$ cat src/pkg/acst_defs.vh
// Constants for the asynchronous chip-select timing block.
// Assumes inclusion by bare name from design files only.
`ifndef ACST_DEFS_VH
`define ACST_DEFS_VH

// Number of chip selects and config field widths
`define ACST_NUM_CS 4
`define ACST_CS_W 2
`define ACST_WAIT_W 4
`define ACST_DIV_W 2

// Divider field encodings
`define ACST_DIV_1 2'h0
`define ACST_DIV_2 2'h1
`define ACST_DIV_4 2'h2
`define ACST_DIV_6 2'h3

// Division ratios, in clock cycles per timing unit
`define ACST_RATIO_1 3'h1
`define ACST_RATIO_2 3'h2
`define ACST_RATIO_4 3'h4
`define ACST_RATIO_6 3'h6

// Fixed extra units: read adds one plus trailing, write adds one plus two
`define ACST_READ_EXTRA 6'h02
`define ACST_WRITE_EXTRA 6'h03

// Requestors and priority retain field
`define ACST_NUM_REQ 5
`define ACST_RETAIN_W 4

`endif

$ cat src/core/acst_arbiter.v
// Shares the memory port among requestors, fair round robin with retain.
// Assumes requests are held until granted and done pulses once per access.
`timescale 1ns/1ps
`default_nettype none
`include "acst_defs.vh"

module acst_arbiter #(
  parameter N = `ACST_NUM_REQ,
  parameter IW = 3,
  parameter RW = `ACST_RETAIN_W
) (
  // Clock and reset
  input wire clock,
  input wire reset,
  // Requests and priority retain counts
  input wire [N-1:0] req,
  input wire [N*RW-1:0] retain,
  // Port state
  input wire port_idle,
  input wire access_done,
  // Grant
  output reg grant_valid,
  output reg [IW-1:0] grant_index
);

  reg [IW-1:0] owner;
  reg [RW-1:0] kept;
  reg [IW-1:0] next_pick;
  reg next_found;
  integer i;
  integer idx;

  always @*
  begin
    next_pick = owner;
    next_found = 1'b0;
    for (i = N; i >= 1; i = i - 1)
    begin
      idx = (owner + i) % N;
      if (req[idx])
      begin
        next_pick = idx[IW-1:0];
        next_found = 1'b1;
      end
    end
  end

  // Owner keeps port while retain allows
  always @*
  begin
    grant_valid = port_idle && (req != {N{1'b0}});
    grant_index = next_pick;
    if (port_idle && req[owner] && (kept < retain[owner*RW +: RW]))
    begin
      grant_index = owner;
    end
    if (!next_found && !req[owner])
    begin
      grant_valid = 1'b0;
    end
  end

  always @(posedge clock)
  begin
    if (reset)
    begin
      owner <= {IW{1'b0}};
      kept <= {RW{1'b0}};
    end
    else if (grant_valid)
    begin
      if (grant_index == owner)
        kept <= kept + 1'b1;
      else
        kept <= {RW{1'b0}};
      owner <= grant_index;
    end
  end

endmodule

`default_nettype wire

$ cat src/core/acst_top.v
// Chip-select timing engine for a slow external asynchronous memory port.
// Assumes config ports are stable while an access on that select runs.
// Function
// - Four chip selects, each own timing config
// - Per-select divider: 1, 2, 4 or 6
// - Read width D*(read_wait+1)+D cycles
// - Write width D*(gap+we_len+1)+2D cycles
// - Write gap wait spaces consecutive writes
// - Write enable held for we_len plus one wait states
// - Fair sharing when no priorities set
// - Priority lets requestor keep port longer
`timescale 1ns/1ps
`default_nettype none
`include "acst_defs.vh"

module acst_top #(
  parameter N = `ACST_NUM_REQ,
  parameter IW = 3,
  parameter NCS = `ACST_NUM_CS,
  parameter WW = `ACST_WAIT_W,
  parameter RW = `ACST_RETAIN_W
) (
  // Clock and reset
  input wire clock,
  input wire reset,
  // Per chip select configuration
  input wire [NCS*`ACST_DIV_W-1:0] cs_clock_divider,
  input wire [NCS*WW-1:0] read_wait,
  input wire [NCS*WW-1:0] write_gap_wait,
  input wire [NCS*WW-1:0] write_enable_len,
  // Priority retain count per requestor
  input wire [N*RW-1:0] priority_retain,
  // Requestors
  input wire [N-1:0] req_valid,
  input wire [N-1:0] req_write,
  input wire [N*`ACST_CS_W-1:0] req_cs,
  output wire [N-1:0] req_grant,
  output reg [N-1:0] req_done,
  // Memory pins
  output reg [NCS-1:0] chip_select_n,
  output reg write_enable_n,
  output reg output_enable_n,
  output reg port_busy
);

  localparam ST_IDLE = 1'b0;
  localparam ST_ACTIVE = 1'b1;

  wire grant_valid;
  wire [IW-1:0] grant_index;
  reg state;
  reg [IW-1:0] cur_req;
  reg cur_write;
  reg [2:0] ratio;
  reg [2:0] pre;
  reg [5:0] units;
  reg [5:0] unit_total;
  reg [5:0] we_start;
  reg [5:0] we_end;
  reg [`ACST_CS_W-1:0] sel_cs;
  reg [`ACST_DIV_W-1:0] sel_div;
  reg [WW-1:0] sel_rd;
  reg [WW-1:0] sel_gap;
  reg [WW-1:0] sel_wel;
  reg [2:0] next_ratio;
  reg [5:0] next_unit_total;
  wire tick;
  wire last;

  acst_arbiter #(
    .N(N),
    .IW(IW),
    .RW(RW)
  ) u_arbiter (
    .clock(clock),
    .reset(reset),
    .req(req_valid),
    .retain(priority_retain),
    .port_idle(state == ST_IDLE),
    .access_done(last),
    .grant_valid(grant_valid),
    .grant_index(grant_index)
  );

  assign req_grant = grant_valid ? ({{(N-1){1'b0}}, 1'b1} << grant_index) : {N{1'b0}};

  always @*
  begin
    sel_cs = req_cs[grant_index*`ACST_CS_W +: `ACST_CS_W];
    sel_div = cs_clock_divider[sel_cs*`ACST_DIV_W +: `ACST_DIV_W];
    sel_rd = read_wait[sel_cs*WW +: WW];
    sel_gap = write_gap_wait[sel_cs*WW +: WW];
    sel_wel = write_enable_len[sel_cs*WW +: WW];
    case (sel_div)
      `ACST_DIV_1: next_ratio = `ACST_RATIO_1;
      `ACST_DIV_2: next_ratio = `ACST_RATIO_2;
      `ACST_DIV_4: next_ratio = `ACST_RATIO_4;
      default: next_ratio = `ACST_RATIO_6;
    endcase
  end

  // One enable pulse per divided unit
  assign tick = (state == ST_ACTIVE) && (pre == ratio - 3'h1);
  assign last = tick && (units == unit_total - 6'h01);

  // Write units: gap plus we_len plus three
  always @*
  begin
    if (req_write[grant_index])
    begin
      next_unit_total = {2'h0, sel_gap} + {2'h0, sel_wel} + `ACST_WRITE_EXTRA;
    end
    else
    begin
      next_unit_total = {2'h0, sel_rd} + `ACST_READ_EXTRA;
    end
  end

  // Prescaler and unit count, cleared while idle
  always @(posedge clock)
  begin
    if (reset)
    begin
      pre <= 3'h0;
      units <= 6'h00;
    end
    else if (state == ST_IDLE)
    begin
      pre <= 3'h0;
      units <= 6'h00;
    end
    else if (tick)
    begin
      pre <= 3'h0;
      units <= units + 6'h01;
    end
    else
    begin
      pre <= pre + 3'h1;
    end
  end

  // Write enable from second unit for we_len plus one units
  always @(posedge clock)
  begin
    if (reset)
    begin
      write_enable_n <= 1'b1;
    end
    else if (last)
    begin
      write_enable_n <= 1'b1;
    end
    else if (tick && cur_write && (units + 6'h01 == we_start))
    begin
      write_enable_n <= 1'b0;
    end
    // Gap units follow write enable release
    else if (tick && (units + 6'h01 == we_end))
    begin
      write_enable_n <= 1'b1;
    end
  end

  always @(posedge clock)
  begin
    if (reset)
    begin
      state <= ST_IDLE;
      cur_req <= {IW{1'b0}};
      cur_write <= 1'b0;
      ratio <= `ACST_RATIO_1;
      unit_total <= 6'h00;
      we_start <= 6'h00;
      we_end <= 6'h00;
      chip_select_n <= {NCS{1'b1}};
      output_enable_n <= 1'b1;
      port_busy <= 1'b0;
      req_done <= {N{1'b0}};
    end
    else
    begin
      req_done <= {N{1'b0}};
      case (state)
        ST_IDLE:
        begin
          if (grant_valid)
          begin
            state <= ST_ACTIVE;
            port_busy <= 1'b1;
            cur_req <= grant_index;
            cur_write <= req_write[grant_index];
            ratio <= next_ratio;
            unit_total <= next_unit_total;
            // Write enable spans we_len plus one units
            we_start <= 6'h01;
            we_end <= {2'h0, sel_wel} + 6'h02;
            chip_select_n <= ~({{(NCS-1){1'b0}}, 1'b1} << sel_cs);
            output_enable_n <= req_write[grant_index];
          end
        end
        ST_ACTIVE:
        begin
          // Release select at end of width
          if (last)
          begin
            state <= ST_IDLE;
            port_busy <= 1'b0;
            chip_select_n <= {NCS{1'b1}};
            output_enable_n <= 1'b1;
            req_done[cur_req] <= 1'b1;
          end
        end
        default:
        begin
          state <= ST_IDLE;
        end
      endcase
    end
  end

endmodule

`default_nettype wire

$ cat config.mk
export PLATFORM = sky130hd
export DESIGN_NAME = acst_top
export DESIGN_NICKNAME = d
export VERILOG_FILES = /design/src/core/acst_arbiter.v /design/src/core/acst_top.v
export VERILOG_INCLUDE_DIRS = /design/src /design/src/pkg
export SDC_FILE = /design/constraint.sdc
export NUM_CORES = 1
export LEC_CHECK = 0
export ABC_AREA = 0
export BUFFER_PORTS_ARGS = -buffer_cell sky130_fd_sc_hd__buf_2
export CORE_UTILIZATION = 40
export CTS_CLUSTER_SIZE = 20
export DETAILED_ROUTE_END_ITERATION = 10
export GPL_TIMING_DRIVEN = 0
export PLACE_DENSITY = 0.58
export SLEW_MARGIN = 25
export SYNTH_ARGS = -nofsm -noshare
export SYNTH_HDL_FRONTEND = slang
export SYNTH_SLANG_ARGS = --single-unit
$ cat constraint.sdc
create_clock -name clock -period 23.5 [get_ports clock]
set_input_delay 4.7 -clock clock [delete_from_list [all_inputs] [get_ports clock]]
set_output_delay 4.7 -clock clock [all_outputs]
set_load 0.1 [all_outputs]
==> results of run 1 <==
==> how the worst max path moves through the flow <==
| stage | slack (ns) | startpoint | depth (start not counted) | end |
|---|---|---|---|---|
| 6_report | 9.83 | priority_retain[11] | 18 | req_grant[2] |
| 5_1_grt | 9.47 | priority_retain[18] | 18 | req_grant[2] |
| 4_1_cts | 9.82 | priority_retain[13] | 18 | req_grant[2] |
| 3_5_place_dp | 9.85 | priority_retain[13] | 18 | req_grant[2] |
| 3_3_place_gp | 9.88 | priority_retain[19] | 18 | req_grant[2] |
| 2_1_floorplan | 10.24 | priority_retain[15] | 16 | req_grant[2] |
==> placed cells by master (no fill, tap or decap), drive strengths merged, types with 5 or more instances in the layout <==
master and count:
a211oi 14, a21boi 5, a21o 7, a21oi 37
a31oi 10, a32oi 5, and2 10, and3 11
buf 128, clkbuf 30, dfxtp 48, ha 38
inv 32, mux2 9, mux2i 48, nand2 58
nand2b 7, nand3 19, nand4 10, nor2 63
nor2b 7, nor3 20, nor4 6, nor4b 5
o21a 6, o21ai 39, o22ai 8, o31ai 5
or4b 5, xnor2 38, xor2 10
==> layer usage <==
metal | vias to the layer above | GRT usage [%] | wire (microns)
met5 | - | 0 | 0
met4 | 0 | 6.09 | 349
met3 | 28 | 4.33 | 1140
met2 | 230 | 41.8 | 8130
met1 | 2716 | 32.0 | 7930
li1 | 2862 | - | -
==> cell families (layout without fill, tap and decap cells) <==
family          count (synthesis)  after routing  synth area share [%]
compound gates                192            192                  25.0
xor+xnor                       48             48                  7.90
fa+ha+maj                      39             39                  8.92
buf+inv                        75            194                  6.21
flops                          48             48                  17.3
mux                            60             60                  11.8
simple gates                  246            246                  22.9
==> registers in the layout (all words and copies together), names as in the netlist <==
signal           cells
port_busy            1
u_arbiter.owner      3
ratio                3
chip_select_n        4
output_enable_n      1
units                6
pre                  3
u_arbiter.kept       4
cur_req              3
unit_total           6
cur_write            1
we_start             1
req_done             5
write_enable_n       1
we_end               5
state                1
==> stage by stage <==
step                instances  worst slack (ns)
finish                   1003              9.83
global route             1003              9.47
CTS                      1003              9.82
detailed placement        995              9.85
global placement          995              9.88
floorplan                 708             10.24
==> layout make-up <==
cell class	instances	share of cell area, %
Multi-Input combinational cell	585	65.1
Inverter	33	1.90
Timing Repair Buffer	111	8.51
Buffer	42	3.39
Clock buffer	5	1.92
Sequential cell	48	14.7
Tap cell	176	3.37
Clock inverter	3	1.05
==> worst min-delay path: cells and delay by family (launching register included) <==
| family | cells | cell delay, ns |
|---|---|---|
| DFF | 1 | 0.34 |
| and+or+nand+nor | 2 | 0.10 |
==> results.py, run 1 <==
metrics = {
    "detailed_routing": {
        "wl_per_cell_microns": 17.5,
        "drc": 0,
        "vias": 5836,
        "drt-total-wl_mm": 17.6,
        "drt-vias-per-instance": 5.82,
        "drt_iter0_drc": 322,
        "first_pass_iters": 5,
        "final_antenna_net_count": 0,
    },
    "sta": {
        "hold_viol": 0,
        "drv_slew": 0,
        "fmax_mhz": 73.1,
        "rsz0062_at_grt": "no",
        "finClkSkew_ns": 0.00849,
        "hold_ws_ns": 0.477,
        "fin_crit_sh_pct": 58.2,
        "slew_headroom_pct": 47.4,
        "tightest_slew_ns": 0.769,
        "tns_ns": 0,
        "setup_viol": 0,
        "period_needed_ns": 13.67,
    },
    "cts": {
        "cts_hold_buffers": 0,
        "cts_resized": 0,
        "cts_tree": "yes",
        "htree_levels": 2,
        "clk_latency_ns": 0.29,
        "post-cts-setup-buffer-count": 0,
        "cts.sinks": 48,
        "path_clk_slew_ns": 0.06,
        "numCtsBuffers": 5,
        "clockBufferDepth": 2,
        "cts_root_buf": "clkbuf_16",
    },
    "yosys": {
        "synth_top_cell_area_share_pct": 17.3,
        "async_flop_share_pct": 0,
        "synth_ff_type": "dfxtp_1",
        "avgSynthCellArea_sq_um": 7.85,
        "synthMostInstantiatedCell": "nor2_1",
        "synthTopCellsByCount": "nor2_1, nand2_1, dfxtp_1",
        "synthCells": 708,
        "ys_seq_area_share_pct": 17.3,
        "synthTopCellsByArea": "dfxtp_1, ha_1, mux2i_1",
        "synthesis.nets": 845,
        "synth-seq-cells": 48,
        "synth_edf_count": 0,
        "synth_top_cell_by_area": "dfxtp_1",
        "synth.distinct_cells": 91,
        "yosysWarnings": 0,
        "syn_area_sq_mm": 0.00556,
    },
    "global_routing": {
        "grt_pass1_wl_mm": 28.6,
        "grt_pass1_vias": 5685,
        "grt_use_total_pct": 24.6,
        "grt-ovfl-total": 0,
        "antenna_found_initial": 0,
        "grt_max_degree": 17,
    },
    "setup_path": {
        "setup.worst_path.start_class": "primary input",
        "critPathArrivalTime_ns": 8.97,
        "ff2ff_setup_slack_ns": 13.94,
        "r2r_start": "u_arbiter.owner[0]",
        "crit_buf_inv": 3,
        "cp_top_family": "simple AND/OR/NAND/NOR gates",
        "max_stage_delay_ns": 0.46,
        "end_kind": "output pin",
        "cp_common_cell": "nor2_1",
        "crit_chain": "buf_2, mux2i_1, o21ai_0, o21ai_0, ha_1, nand3_1, a41oi_1, o311ai_0, and4_1, clkbuf_1, and2_1, or2_2, o32ai_1, nor2_1, nor2_1, nand2_1, nor2_1, buf_2",
        "path_class": "primary input to output pin",
        "required_ns": 18.80,
        "critPathMaxFanout": 10,
        "slowest_stage": "buf_2",
        "r2r_end": "unit_total[4]",
        "r2r_cells": 36,
    },
    "cells_and_area": {
        "regArea_sq_um": 961,
        "layout.nets": 963,
        "stdcell_area_sq_mm": 0.00653,
        "drive_above_1_share_pct": 20.4,
        "multi_input_area_sq_mm": 0.00425,
        "nFillCells": 1358,
        "area.growth.synth_to_final_pct": 17.5,
        "fin_util_pct": 48.7,
        "diodes": 0,
    },
    "hold_path": {
        "hp-start": "cur_req[2]",
        "hold_path_end": "req_done[4]",
        "holdPathStages": 2,
        "hp-class": "flip-flop to flip-flop",
    },
    "job": {
        "cap_violations": 0,
    },
    "floorplan": {
        "die_x_microns": 120,
        "start_util_pct": 41.5,
        "die_area_sq_mm": 0.0144,
        "core_sq_mm": 0.0134,
        "pin_count": 115,
        "rows": 42,
        "die_height_microns": 120,
    },
    "placement": {
        "dp_hpwl_mm": 13.9,
        "gp_congestion": 0.893,
        "portBuffers": 111,
        "postPlaceCellArea_sq_mm": 0.00633,
    },
    "status": {
        "outcome": "completed",
    },
}
Power of run 1 is left out: the tool's default activity adds up to more than one toggle a clock period on the data nets, which glitch-free logic cannot reach.
==> run 2: changes to the inputs <==
--- a/config.mk
+++ b/config.mk
@@ -12,7 +12,7 @@
 export CTS_CLUSTER_SIZE = 20
 export DETAILED_ROUTE_END_ITERATION = 10
 export GPL_TIMING_DRIVEN = 0
-export PLACE_DENSITY = 0.58
+export PLACE_DENSITY = 0.61
 export SLEW_MARGIN = 25
 export SYNTH_ARGS = -nofsm -noshare
 export SYNTH_HDL_FRONTEND = slang
==> constraint.sdc (replaced) <==
create_clock -name clock -period 12 [get_ports clock]
set_input_delay 2.4 -clock clock [delete_from_list [all_inputs] [get_ports clock]]
set_output_delay 2.4 -clock clock [all_outputs]
set_load 0.1 [all_outputs]
==> run 2 against run 1 <==
Core utilization decreased by 0.30 points; critical path depth increased by 6; via count decreased by 0.21%; non-clock buffer count unchanged; routed wire length decreased by 1.0%; sequential share of layout area increased by 0.091 points; clock skew decreased by 0.0053 ns; largest cell class unchanged.
==> results.py, run 2 (synthesis gave the netlist of run 1 again) <==
metrics = {
    "status": {
        "outcome": "completed",
    },
    "floorplan": {
        "die_height_microns": 120,
        "rows": 42,
        "die_x_microns": 120,
        "pin_count": 115,
        "die_area_sq_mm": 0.0144,
        "start_util_pct": 41.5,
        "core_sq_mm": 0.0134,
    },
    "detailed_routing": {
        "vias": 5824,
        "first_pass_iters": 5,
        "final_antenna_net_count": 0,
        "drt_iter0_drc": 360,
        "drc": 0,
        "wl_per_cell_microns": 17.3,
        "drt-total-wl_mm": 17.4,
        "drt-vias-per-instance": 5.81,
    },
    "placement": {
        "dp_hpwl_mm": 13.9,
        "portBuffers": 111,
        "gp_congestion": 0.936,
    },
    "global_routing": {
        "antenna_found_initial": 0,
        "grt-ovfl-total": 0,
        "grt_max_degree": 16,
        "grt_pass1_wl_mm": 27.9,
        "grt_use_total_pct": 24.3,
        "grt_pass1_vias": 5540,
    },
    "job": {
        "cap_violations": 0,
    },
    "cts": {
        "path_clk_slew_ns": 0.06,
        "clk_latency_ns": 0.29,
        "htree_levels": 2,
        "cts_tree": "yes",
        "post-cts-setup-buffer-count": 0,
        "numCtsBuffers": 5,
        "clockBufferDepth": 2,
        "cts_root_buf": "clkbuf_16",
        "cts.sinks": 48,
        "cts_hold_buffers": 0,
        "cts_resized": 0,
    },
    "sta": {
        "fin_crit_sh_pct": 86.2,
        "finClkSkew_ns": 0.00323,
        "fmax_mhz": 96.7,
        "drv_slew": 0,
        "hold_viol": 0,
        "tightest_slew_ns": 0.801,
        "period_needed_ns": 10.34,
        "slew_headroom_pct": 45.2,
        "hold_ws_ns": 0.466,
        "setup_viol": 0,
        "rsz0062_at_grt": "no",
        "tns_ns": 0,
    },
    "cells_and_area": {
        "fin_util_pct": 48.4,
        "diodes": 0,
        "layout_common_cells": "buf_2, nor2_1, nand2_1",
        "area.growth.synth_to_final_pct": 16.7,
        "final_common_cell": "buf_2",
        "drive_above_1_share_pct": 20.4,
        "reg_top3": "unit_total: 6 flops, units: 6 flops",
        "layout.nets": 963,
    },
    "setup_path": {
        "ff2ff_setup_slack_ns": 2.36,
        "critPathArrivalTime_ns": 7.94,
        "end_kind": "output pin",
        "setup.worst_path.start_class": "flip-flop",
        "critPathMaxFanout": 10,
        "path_class": "flip-flop to output pin",
        "required_ns": 9.60,
    },
    "hold_path": {
        "hp-class": "flip-flop to flip-flop",
    },
}
## run 2: cell types whose count changed in the layout (fill, tap and decap cells not counted)
cell        before  now
bufinv_16        2    0
clkinvlp_4       0    2
inv_6            1    0
clkbuf_8         0    1
## run 2: cell type report
cell class              count  area (sq um)
fillers                  1338          6910
multi-input cells         585          4250
flip-flops and latches     48           961
repair buffers            111           556
plain buffers              42           221
well taps                 176           220
clock buffers               6           139
inverters                  33           124
clock inverters             2          15.0
## run 2: path summary, 6_finish.rpt
| check | startpoint | to | cells past startpoint |
|---|---|---|---|
| worst max register to register | u_arbiter.owner[0] | unit_total[4] | 36 |
| worst min-delay path | pre[0] | pre[0] | 1 |
| worst max-delay path | u_arbiter.owner[0] | req_grant[0] | 24 |
| worst min register to register | pre[0] | pre[0] | 1 |
## run 2: layer usage
metal  GRT usage (%)  share of wire, %
met1            32.9                46
met2            40.4                46
met3            2.71               6.0
met4            7.42               2.1
met5               0                 0
## run 2: per-stage QoR
| step | cells | worst slack (ns) | cell area [sq um] |
|---|---|---|---|
| after global routing | 1003 | 1.17 | 6490 |
| after global placement | 995 | 2.24 | 6330 |
| final | 1003 | 1.66 | 6490 |
| after floorplan | 708 | 2.90 | 5560 |
| after detailed placement | 995 | 2.14 | 6330 |
| after CTS | 1003 | 1.80 | 6490 |
## run 2: worst max-delay path, cell delays in order, from the launching register on
cell,delay (ns)
dfxtp_1,0.55
clkbuf_1,0.44
buf_2,0.36
buf_2,0.32
buf_1,0.59
inv_1,0.20
ha_1,0.47
ha_1,0.35
nor4b_1,0.11
nor3_1,0.55
xnor2_1,0.22
inv_1,0.11
ha_1,0.18
nand2b_1,0.16
a32oi_1,0.18
o21ai_0,0.19
nor4_1,0.34
o211ai_1,0.22
and4_1,0.20
or4b_1,0.54
nor4b_1,0.35
or3_1,0.33
nand2_1,0.14
nor2_1,0.11
buf_2,0.43
Power of run 2 is left out for the same reason.
==> run 3: changes to the inputs <==
==> constraint.sdc (replaced) <==
create_clock -name clock -period 9.5 [get_ports clock]
set_input_delay 1.425 -clock clock [delete_from_list [all_inputs] [get_ports clock]]
set_output_delay 1.425 -clock clock [all_outputs]
set_load 0.1 [all_outputs]
==> run 3 against run 2 <==
Routed wire length barely moved; non-clock buffer count shrank 1; core utilization is essentially flat; hold slack is essentially flat; count of clock-buffer cells in the layout is the same; critical path type is now flip-flop to flip-flop.
==> results.py, run 3 (synthesis gave the netlist of run 1 again) <==
metrics = {
    "status": {
        "outcome": "completed",
    },
    "job": {
        "cap_violations": 0,
    },
    "sta": {
        "fmax_mhz": 112,
        "rsz0062_at_grt": "no",
        "setup_viol": 0,
        "hold_viol": 0,
        "finClkSkew_ns": 0.00445,
        "slew_headroom_pct": 45.3,
        "tns_ns": 0,
        "fin_crit_sh_pct": 93.7,
        "tightest_slew_ns": 0.799,
        "period_needed_ns": 8.90,
        "drv_slew": 0,
    },
    "hold_path": {
        "holdPathStages": 1,
        "hp-class": "flip-flop to flip-flop",
        "hp-start": "pre[0]",
        "hold_path_end": "pre[0]",
    },
    "cells_and_area": {
        "layout_common_cells": "buf_2, nor2_1, nand2_1",
        "diodes": 0,
        "area.growth.synth_to_final_pct": 16.8,
        "drive_above_1_share_pct": 20.7,
        "reg_top3": "unit_total: 6 flops, units: 6 flops",
        "final_common_cell": "buf_2",
        "layout.nets": 962,
    },
    "floorplan": {
        "rows": 42,
        "pin_count": 115,
        "start_util_pct": 41.5,
        "die_height_microns": 120,
        "die_x_microns": 120,
        "die_area_sq_mm": 0.0144,
        "core_sq_mm": 0.0134,
    },
    "placement": {
        "dp_hpwl_mm": 13.9,
        "portBuffers": 111,
        "gp_congestion": 0.936,
    },
    "cts": {
        "post-cts-setup-buffer-count": 0,
        "clk_latency_ns": 0.29,
        "cts_tree": "yes",
        "cts.sinks": 48,
        "htree_levels": 2,
        "cts_root_buf": "clkbuf_16",
        "clockBufferDepth": 2,
        "numCtsBuffers": 5,
        "path_clk_slew_ns": 0.06,
    },
    "global_routing": {
        "grt_pass1_wl_mm": 27.8,
        "grt_max_degree": 20,
        "grt_use_total_pct": 24.2,
        "grt_pass1_vias": 5530,
        "grt-ovfl-total": 0,
        "antenna_found_initial": 0,
    },
    "detailed_routing": {
        "drt_iter0_drc": 332,
        "drc": 0,
        "vias": 5802,
        "first_pass_iters": 5,
        "drt-vias-per-instance": 5.79,
        "drt-total-wl_mm": 17.4,
        "final_antenna_net_count": 0,
        "wl_per_cell_microns": 17.3,
    },
    "setup_path": {
        "r2r_cells": 35,
        "slowest_stage": "dfxtp_1",
        "max_stage_delay_ns": 0.55,
        "r2r_start": "u_arbiter.owner[0]",
        "critPathMaxFanout": 19,
        "ff2ff_setup_slack_ns": 0.60,
        "critPathArrivalTime_ns": 9.09,
        "required_ns": 9.69,
        "path_class": "flip-flop to flip-flop",
        "r2r_end": "unit_total[4]",
        "setup.worst_path.start_class": "flip-flop",
        "cp_common_cell": "ha_1",
        "end_kind": "flip-flop",
    },
}
run 3: cell count changes in the layout (fill, tap and decap cells not counted), sizes merged:
cell,previous run,this run
clkbuf,31,32
buf,128,126
run 3: worst max-delay path by stage:
stage	from	to	slack [ns]	cells past startpoint
final	u_arbiter.owner[0]	unit_total[4]	0.60	35
after global routing	u_arbiter.owner[0]	unit_total[4]	0.04	35
after CTS	u_arbiter.owner[0]	unit_total[4]	0.45	35
after detailed placement	u_arbiter.owner[0]	unit_total[4]	0.03	36
after global placement	u_arbiter.owner[0]	unit_total[4]	0.20	36
after floorplan	u_arbiter.owner[0]	req_grant[0]	1.37	23
run 3: critical path, delay by kind of cell, from the launching register on:
kind,cells,cell delay [ns]
AOI/OAI and AO/OA,9,1.45
xor gates and xnor gates,2,0.33
adders and majority gates,5,1.59
buffers and inverters,6,1.45
DFF,1,0.55
muxes,1,0.34
and+or+nand+nor,12,3.08
run 3: cell type report:
cell class                      instances  area [sq um]
Inverter                               33           124
Clock buffer                            6           139
Tap cell                              176           220
Fill cell                            1339          6910
Multi-Input combinational cell        585          4260
Buffer                                 41           221
Timing Repair Buffer                  111           556
Clock inverter                          2          15.0
Sequential cell                        48           961
run 3: timing repair:
item | 4_1_cts | 5_1_grt
hold buffers | 0 | 0
endpoints found under the setup margin | 1 | 3
gates resized for setup | 0 | 4
run 3: per-layer routing:
metal	up-vias	track usage [%]	share of wire (%)	routed length (microns)
met2	230	40.6	46	8030
met4	0	6.95	2.0	339
met3	26	2.33	5.8	1020
li1	2858	-	-	-
met1	2688	32.8	46	8000
met5	-	0	0	0
run 3: per-stage QoR:
step	cell area, sq um	hold WS [ns]	cells	utilization [%]	setup WS, ns
CTS	6480	0.472	1002	48.4	0.449
detailed placement	6330	0.454	995	47.3	0.0277
global route	6490	0.495	1002	48.4	0.0425
finish	6490	0.466	1002	48.4	0.596
global placement	6330	0.440	995	47.3	0.202
floorplan	5560	0.430	708	-	1.37
Power of run 3 is left out for the same reason.
